===== config.mk =====
export PLATFORM = sky130hd
export DESIGN_NAME = pdr_port_ctrl
export DESIGN_NICKNAME = d
export VERILOG_FILES = /design/src/hdl/pdr_port_ctrl.v /design/src/hdl/pdr_sync.v
export VERILOG_INCLUDE_DIRS = /design/src /design/src/hdl
export SDC_FILE = /design/constraint.sdc
export NUM_CORES = 1
export LEC_CHECK = 0
export BUFFER_PORTS_ARGS = -buffer_cell sky130_fd_sc_hd__buf_2
export CORE_MARGIN = 2
export CORE_UTILIZATION = 53
export CTS_BUF_LIST = sky130_fd_sc_hd__clkbuf_8
export CTS_CLUSTER_DIAMETER = 120
export DETAILED_ROUTE_END_ITERATION = 10
export HOLD_SLACK_MARGIN = 0.1
export PLACE_DENSITY = 0.85
export SYNTH_ARGS = -nofsm -noshare
export SYNTH_HDL_FRONTEND = slang
export SYNTH_SLANG_ARGS = --single-unit

===== constraint.sdc =====
create_clock -name i_clk_sys -period 3.25 [get_ports i_clk_sys]
set_input_delay 0.325 -clock i_clk_sys [delete_from_list [all_inputs] [get_ports i_clk_sys]]
set_output_delay 0.325 -clock i_clk_sys [all_outputs]
set_load 0.005 [all_outputs]

===== src/hdl/pdr_defs.vh =====
// Operation
// - idle means go, active, enable, receive-active zero
// - error log bits clear by writing ones
// - interrupt needs port and global enable
// - task file loads only while diag zero
// - receive enable raises active, frames copied
// - receive off holds frames, blocks when full; the code blocks once three of four words are held
// - controller reset clears enable, keeps signature
// - after fatal error withhold posting until go clears
// - reset request self-clears after internal reset
`ifndef PDR_DEFS_VH
`define PDR_DEFS_VH
`define PDR_FIFO_DEPTH 4
`define PDR_FIFO_AW 2
`define PDR_FRAME_W 32
`define PDR_ERR_W 32
`define PDR_IRQ_W 32
`define PDR_TFD_W 16
`define PDR_TFD_RST 16'h007F
`define PDR_HRST_CYC 8'h10
`define PDR_SIG_W 32
`define PDR_SIG_RST 32'hFFFF_FFFF
`define PDR_DIAG_X_BIT 26
`endif


===== src/hdl/pdr_port_ctrl.v =====
`timescale 1ns/1ps
`include "pdr_defs.vh"
module pdr_port_ctrl (
  input wire i_clk_sys,
  input wire i_reset,
  // software side controls
  input wire i_native_mode_enable_wr,
  input wire i_native_mode_enable_val,
  input wire i_controller_reset_request_wr,
  input wire i_global_irq_enable_wr,
  input wire i_global_irq_enable_val,
  input wire i_command_engine_go_wr,
  input wire i_command_engine_go_val,
  input wire i_receive_engine_enable_wr,
  input wire i_receive_engine_enable_val,
  input wire i_port_irq_enable_wr,
  input wire [31:0] i_port_irq_enable_val,
  input wire i_port_irq_status_clr,
  input wire [31:0] i_port_irq_status_mask,
  input wire i_port_error_log_clr,
  input wire [31:0] i_port_error_log_mask,
  // block events
  input wire [31:0] i_port_irq_event,
  input wire [31:0] i_port_error_event,
  input wire i_cmd_xfer_busy,
  input wire i_fatal_halt,
  // link side frame stream (from another clock domain source pins)
  input wire i_link_frame_valid,
  input wire [31:0] i_frame_data,
  input wire i_frame_is_sig,
  input wire [15:0] i_frame_tfd,
  output reg o_frame_ready,
  // memory write side
  output reg o_mem_wr_valid,
  output reg [31:0] o_mem_wr_data,
  input wire i_mem_wr_done,
  // status
  output reg o_native_mode_enable,
  output reg o_controller_reset_request,
  output reg o_global_irq_enable,
  output reg o_command_engine_go,
  output reg o_command_engine_active,
  output reg o_receive_engine_enable,
  output reg o_receive_engine_active,
  output reg o_port_idle,
  output reg [31:0] o_port_irq_status,
  output reg [31:0] o_port_error_log,
  output reg [15:0] o_task_file,
  output reg [31:0] o_signature,
  output reg o_irq
);
  // ------------------------------------------------------------
  // declarations
  // ------------------------------------------------------------
  localparam ST_IDLE = 1'b0;
  localparam ST_WRITE = 1'b1;
  reg [31:0] fifo_mem [0:`PDR_FIFO_DEPTH-1];
  reg [`PDR_FIFO_AW-1:0] wr_ptr_q;
  reg [`PDR_FIFO_AW-1:0] rd_ptr_q;
  reg [`PDR_FIFO_AW:0] count_q;
  reg wstate_q;
  reg [7:0] hrst_cnt_q;
  reg [31:0] irq_en_q;
  reg withhold_q;
  reg fifo_push;
  reg fifo_pop;
  reg frame_taken_q;
  wire link_valid;
  wire frame_take;
  wire fifo_full;
  wire fifo_empty;
  wire hrst;
  assign fifo_full = (count_q == `PDR_FIFO_DEPTH);
  assign fifo_empty = (count_q == 0);
  assign hrst = o_controller_reset_request;
  assign frame_take = link_valid && o_frame_ready && !frame_taken_q;

  // frame valid is a pin from the link side
  pdr_sync u_sync (
    .i_clk_sys(i_clk_sys),
    .i_reset(i_reset),
    .i_async(i_link_frame_valid),
    .o_level(link_valid)
  );

  // one word per frame: the filtered valid stands for several cycles
  always @(posedge i_clk_sys) begin
    if (i_reset) begin
      frame_taken_q <= 1'b0;
    end else if (!link_valid) begin
      frame_taken_q <= 1'b0;
    end else if (frame_take) begin
      frame_taken_q <= 1'b1;
    end
  end

  // ------------------------------------------------------------
  // global control and controller reset
  // ------------------------------------------------------------
  always @(posedge i_clk_sys) begin
    if (i_reset) begin
      o_native_mode_enable <= 1'b0;
      o_controller_reset_request <= 1'b0;
      o_global_irq_enable <= 1'b0;
      hrst_cnt_q <= 8'h00;
    end else if (hrst) begin
      // internal reset runs a fixed count then the request self-clears
      o_native_mode_enable <= 1'b0;
      o_global_irq_enable <= 1'b0;
      hrst_cnt_q <= hrst_cnt_q + 8'h01;
      if (hrst_cnt_q == `PDR_HRST_CYC - 8'h01) begin
        o_controller_reset_request <= 1'b0;
        hrst_cnt_q <= 8'h00;
      end
    end else begin
      if (i_native_mode_enable_wr) begin
        o_native_mode_enable <= i_native_mode_enable_val;
      end
      if (i_global_irq_enable_wr) begin
        o_global_irq_enable <= i_global_irq_enable_val;
      end
      // any write to the request sets it; there is no value to write
      if (i_controller_reset_request_wr) begin
        o_controller_reset_request <= 1'b1;
      end
    end
  end

  // ------------------------------------------------------------
  // engine enables and command engine active
  // ------------------------------------------------------------
  always @(posedge i_clk_sys) begin
    if (i_reset || hrst) begin
      o_command_engine_go <= 1'b0;
      o_command_engine_active <= 1'b0;
      o_receive_engine_enable <= 1'b0;
      withhold_q <= 1'b0;
    end else begin
      if (i_command_engine_go_wr) begin
        o_command_engine_go <= i_command_engine_go_val;
      end
      if (i_receive_engine_enable_wr) begin
        o_receive_engine_enable <= i_receive_engine_enable_val;
      end
      // active rises with go; outside controller reset falls only once go clears and transfer has drained
      if (o_command_engine_go) begin
        o_command_engine_active <= 1'b1;
      end else if (!i_cmd_xfer_busy) begin
        o_command_engine_active <= 1'b0;
      end
      // fatal halt withholds posting until go is cleared
      if (i_fatal_halt) begin
        withhold_q <= 1'b1;
      end else if (!o_command_engine_go) begin
        withhold_q <= 1'b0;
      end
    end
  end

  // ------------------------------------------------------------
  // receive fifo: holds frames while posting is off
  // ------------------------------------------------------------
  always @* begin
    fifo_push = frame_take && !i_frame_is_sig;
    fifo_pop = (wstate_q == ST_IDLE) && !fifo_empty && o_receive_engine_active && !withhold_q;
  end

  always @(posedge i_clk_sys) begin
    if (fifo_push) begin
      fifo_mem[wr_ptr_q] <= i_frame_data;
    end
  end

  always @(posedge i_clk_sys) begin
    if (i_reset) begin
      wr_ptr_q <= {`PDR_FIFO_AW{1'b0}};
      rd_ptr_q <= {`PDR_FIFO_AW{1'b0}};
      count_q <= {(`PDR_FIFO_AW+1){1'b0}};
      o_frame_ready <= 1'b0;
    end else begin
      if (fifo_push) begin
        wr_ptr_q <= wr_ptr_q + 1'b1;
      end
      if (fifo_pop) begin
        rd_ptr_q <= rd_ptr_q + 1'b1;
      end
      if (fifo_push && !fifo_pop) begin
        count_q <= count_q + 1'b1;
      end else if (fifo_pop && !fifo_push) begin
        count_q <= count_q - 1'b1;
      end
      // reception blocked once three words held; the spare slot covers push latency
      o_frame_ready <= (count_q < `PDR_FIFO_DEPTH - 1) && !fifo_full;
    end
  end

  // ------------------------------------------------------------
  // memory write engine and receive active handshake
  // ------------------------------------------------------------
  always @(posedge i_clk_sys) begin
    if (i_reset || hrst) begin
      wstate_q <= ST_IDLE;
      o_mem_wr_valid <= 1'b0;
      o_mem_wr_data <= 32'h0000_0000;
      o_receive_engine_active <= 1'b0;
    end else begin
      case (wstate_q)
        ST_IDLE: begin
          // outside controller reset, active only changes between frame writes
          o_receive_engine_active <= o_receive_engine_enable;
          if (fifo_pop) begin
            o_mem_wr_valid <= 1'b1;
            o_mem_wr_data <= fifo_mem[rd_ptr_q];
            wstate_q <= ST_WRITE;
          end
        end
        default: begin
          if (i_mem_wr_done) begin
            o_mem_wr_valid <= 1'b0;
            wstate_q <= ST_IDLE;
          end
        end
      endcase
    end
  end

  // ------------------------------------------------------------
  // task file and signature
  // ------------------------------------------------------------
  always @(posedge i_clk_sys) begin
    if (i_reset) begin
      o_task_file <= `PDR_TFD_RST;
      o_signature <= `PDR_SIG_RST;
    end else if (frame_take && i_frame_is_sig) begin
      // signature frame accepted even with receive disabled
      o_signature <= i_frame_data;
      if (!o_port_error_log[`PDR_DIAG_X_BIT]) begin
        o_task_file <= i_frame_tfd;
      end
    end
  end

  // ------------------------------------------------------------
  // error log, irq status, irq enable; set wins over clear
  // ------------------------------------------------------------
  always @(posedge i_clk_sys) begin
    if (i_reset || hrst) begin
      o_port_error_log <= 32'h0000_0000;
      o_port_irq_status <= 32'h0000_0000;
      irq_en_q <= 32'h0000_0000;
    end else begin
      o_port_error_log <= (o_port_error_log &
        ~({32{i_port_error_log_clr}} & i_port_error_log_mask)) |
        i_port_error_event;
      o_port_irq_status <= (o_port_irq_status &
        ~({32{i_port_irq_status_clr}} & i_port_irq_status_mask)) | i_port_irq_event;
      if (i_port_irq_enable_wr) begin
        irq_en_q <= i_port_irq_enable_val;
      end
    end
  end

  // ------------------------------------------------------------
  // outputs: interrupt and idle
  // ------------------------------------------------------------
  always @(posedge i_clk_sys) begin
    if (i_reset) begin
      o_irq <= 1'b0;
      o_port_idle <= 1'b1;
    end else begin
      o_irq <= o_global_irq_enable && |(o_port_irq_status & irq_en_q);
      o_port_idle <= !o_command_engine_go && !o_command_engine_active &&
        !o_receive_engine_enable && !o_receive_engine_active;
    end
  end
endmodule


===== src/hdl/pdr_sync.v =====
`timescale 1ns/1ps
// three-stage synchroniser; change accepted when stages two and three agree
module pdr_sync (
  input wire i_clk_sys,
  input wire i_reset,
  input wire i_async,
  output reg o_level
);
  reg s1_q;
  reg s2_q;
  reg s3_q;
  // ------------------------------------------------------------
  // sampling chain
  // ------------------------------------------------------------
  always @(posedge i_clk_sys) begin
    if (i_reset) begin
      s1_q <= 1'b0;
      s2_q <= 1'b0;
      s3_q <= 1'b0;
      o_level <= 1'b0;
    end else begin
      s1_q <= i_async;
      s2_q <= s1_q;
      s3_q <= s2_q;
      if (s2_q == s3_q) begin
        o_level <= s3_q; // filters one-cycle disagreement
      end
    end
  end
endmodule

==> flow_summary_export.csv <==
group,metric,value,unit
yosys,ys_seq_area_share,65.26,%
yosys,synth_top_flop_cell,"dfxtp_1",
detailed_routing,num_vias,11370,
yosys,syn-num-nets,1282,
run_status,outcome,"completed",
yosys,ys_seq_elements,337,
layout,nFillCells,1243,
run,maxCapViolations,0,
detailed_routing,drtPass1Iterations,5,
worst_setup_path,cp-start-kind,"flip-flop",
pwr,vdd.ir_drop.worst,0.4118,mV
clock_network,clk_latency,0.58,ns
sta,relSlewSlack,35.04,%
grt,grtUsageMet1,37.71,%
worst_setup_path,path_class,"reg2reg",
clock_network,cts_sinks,337,
sta,timing.fmax,376.6,MHz
floorplanning,rows,55,
sta,worst_slew_pin_slew,0.9744,ns
sta,final.setup.tns,0,ns
yosys,yosysWarnings,0,
detailed_routing,routed_wl,44210,um
pwr,clkPwrFrac,41.4,%
layout,area_growth,43.53,%
place,place_congestion,0.8094,
pwr,comb_power_share,8.6,%
pwr,leakage,7.522,nW
clock_network,htree_levels,2,
yosys,yosys.area.top_type,"dfxtp_1",
hold_path,hold-path-cell-count,4,
yosys,synthXorXnorAreaFrac,0.6408,%
detailed_routing,drc_errors,0,
pwr,p_switching,2.159,mW
yosys,synth-adder-area-share,0.7731,%
detailed_routing,wl_per_cell,22.30,um
grt,grt_pass1_wl,65970,um
worst_setup_path,r2r_slack,0.59,ns
grt,grt.busiest_layer,"met2",
hold_path,hp-class,"in2reg",
floorplanning,start_util,54.17,%
yosys,syn_inst,1048,
pwr,seq_power_share,50.0,%
yosys,post_synth_most_frequent_cells,"209 x dfxtp_1, 202 x nand2_1, 128 x edfxtp_1, 120 x nor2_1, 86 x a21oi_1",
sta,drv_slew,0,
worst_setup_path,critPathBufInv,2,
grt,grt_pass1_vias,11650,
grt,grt_overflow,0,
grt,grt_usage,36.04,%
clock_network,root_buffer,"clkbuf_8",
yosys,avgSynthCellArea,11.74,sq um
detailed_routing,viasPerCell,5.734,
grt,antenna_found_initial,6,
detailed_routing,drt_iter0_drc,1334,
yosys,synth_cell_type_count,47,
clock_network,cts_made_buffers,53,
sta,finalClockSkew,0.02041,ns
yosys,synth_top_family_by_area,"simple AND/OR/NAND/NOR gates",
yosys,synth-simple-area-share,14.59,%
yosys,synth_top_cell_area_share,34.01,%
clock_network,clk_pin_slew,0.07,ns
floorplanning,die_y,156.3,um
clock_network,cts_tree,"done",
yosys,async_flop_share,0,%
sta,hold_viol_final,0,
worst_setup_path,crit_family,"simple AND/OR/NAND/NOR gates",
sta,min_period_over_period,81.71,%
place,hpwlAfterDp,22300,um
worst_setup_path,cp.depth,9,
hold_path,holdPathEnd,"o_port_error_log[18]$_SDFF_PP0_",
pwr,power_density,513.9,mW/mm^2
yosys,synth.most_common_cell,"dfxtp_1",
yosys,muxShareOfSynthArea,9.033,%
pwr,netSwitchingFraction,23.80,%
grt,grt_use_met3,15.48,%
clock_network,post_cts_resized,0,
worst_setup_path,crit_path_top_delay_cell,"fa_1",
yosys,synth_edf_count,128,
worst_setup_path,critPathArrivalTime,3.16,ns
floorplanning,die_w,156.3,um
worst_setup_path,required,3.75,ns
grt,grt_max_degree,59,
yosys,netlist_area,0.01230,sq mm
worst_setup_path,reg2reg_to,"count_q[2]$_SDFFE_PP0P_",
layout,final_nets,1885,
floorplanning,core,0.02271,sq mm
place,numPortBuffers,381,
layout,drive_above_1_share,33.33,%
worst_setup_path,critPathMaxStageDelay,0.39,ns
floorplanning,io_pins,382,
pwr,p_int,6.914,mW
layout,finish.utilization,77.74,%
hold_path,hold_start,"i_port_error_log_mask[18]",
sta,period_needed,2.655,ns
sta,rsz0062_at_grt,"false",
worst_setup_path,r2r_cells,9,
yosys,synth_compound_area_share,7.029,%
clock_network,clockBufferDepth,3,
worst_setup_path,path_cells,"or3_1 -> and3_2 -> inv_8 -> ha_1 -> inv_1 -> fa_1 -> xor2_1 -> or3_1 -> a21oi_1",
sta,setup_viol,0,
worst_setup_path,cp_max_fo,34,
worst_setup_path,end_kind,"flip-flop",
floorplanning,die_area,0.02444,sq mm
grt,gr-usage-met2,58.42,%
worst_setup_path,rr_startpoint,"count_q[0]$_SDFFE_PP0P_",
detailed_routing,antenna_left,0,
yosys,synth.area.top_cells,"dfxtp_1 34%, edfxtp_1 31%, nand2_1 6.2%, mux4_2 5.9%, nor2_1 3.7%",
worst_setup_path,cpMostUsedCell,"or3_1",
-- cell usage in the layout, fill, tap and decap left out, types with 7 or more instances in the layout --
master	Yosys	routed
nor2_1	120	120
nand2_2	28	28
mux2i_1	39	39
dfxtp_1	209	207
mux4_2	32	32
a21oi_2	28	28
a22oi_1	8	8
buf_4	3	8
clkbuf_8	0	61
edfxtp_1	128	128
dlygate4sd3_1	0	216
nand2_1	202	202
clkinv_1	1	7
nand3_1	41	41
a21oi_1	86	86
inv_1	3	20
clkinv_2	0	8
buf_2	10	381
-- cells by family after synthesis --
logic type / Yosys count
simple gates: 422
flops: 337
compound gates: 138
mux: 71
buf+inv: 64
xor+xnor: 9
fa+ha+maj: 7
-- worst register-to-register path, cell delays in order (launching register included) --
cell     delay [ns]
dfxtp_1        0.35
or3_1          0.37
and3_2         0.25
inv_8          0.24
ha_1           0.27
inv_1          0.07
fa_1           0.39
xor2_1         0.19
or3_1          0.31
a21oi_1        0.15
-- sequential cells by signal, indices dropped and copies added, names as in the netlist, 2 cells and up --
name,flops
fifo_mem,128
irq_en_q,32
o_mem_wr_data,32
o_port_error_log,32
o_port_irq_status,32
o_signature,32
o_task_file,16
hrst_cnt_q,8
count_q,3
rd_ptr_q,2
wr_ptr_q,2
-- metrics by stage --
stage	power, mW	instances	area [sq um]	worst slack [ns]	hold slack [ns]
final	9.073	1983	17650	0.5945	0.1361
after global placement	5.061	1665	14370	0.6955	0.4236
after detailed placement	5.076	1665	14370	0.5999	0.4227
after global routing	9.336	1981	17650	0.4636	0.1164
after floorplan	4.786	1048	12300	0.8148	0.4138
after CTS	8.962	1980	17650	0.5847	0.1005
-- cell type report --
type                       count  area [sq um]  area share, %
timing repair buffer         607          4169          23.61
inverter                       5         26.28         0.1488
clock buffer                  61         839.6          4.756
multi-input combinational    647          3953          22.39
tap                          285         356.6          2.020
antenna                        3         7.507        0.04252
clock inverter                38         272.8          1.545
sequential                   337          8030          45.49
-- power groups by stage --
stage / clock [mW] / sequential [mW] / combinational [mW]
CTS: 3.74 / 4.52 / 0.700
finish: 3.75 / 4.54 / 0.782
floorplan: 0 / 4.60 / 0.184
global placement: 0 / 4.61 / 0.454
detailed placement: 0 / 4.61 / 0.466
global route: 3.97 / 4.54 / 0.824
-- layer usage --
metal	vias to the layer above	share of wire [%]	routed length (um)
li1	4868	-	-
met1	5318	34	14900
met2	851	48	21330
met3	325	10	4599
met4	8	7.5	3310
met5	-	0.16	69
-- worst max path at each step --
stage                         endpoint  slack [ns]               startpoint
2_1_floorplan  count_q[2]$_SDFFE_PP0P_        0.81  count_q[0]$_SDFFE_PP0P_
5_1_grt        count_q[2]$_SDFFE_PP0P_        0.46  count_q[0]$_SDFFE_PP0P_
4_1_cts        count_q[2]$_SDFFE_PP0P_        0.58  count_q[0]$_SDFFE_PP0P_
3_5_place_dp   count_q[2]$_SDFFE_PP0P_        0.60  count_q[0]$_SDFFE_PP0P_
3_3_place_gp   count_q[2]$_SDFFE_PP0P_        0.70  count_q[0]$_SDFFE_PP0P_
6_report       count_q[2]$_SDFFE_PP0P_        0.59  count_q[0]$_SDFFE_PP0P_
-- repair_timing --
| action | 4_1_cts | 5_1_grt |
|---|---|---|
| endpoints found under the hold margin | 282 | 0 |
| setup buffers | 0 | 0 |
| hold buffers | 216 | 0 |
| setup endpoints to repair | 0 | 0 |
Power figures use the tool's default switching activity.
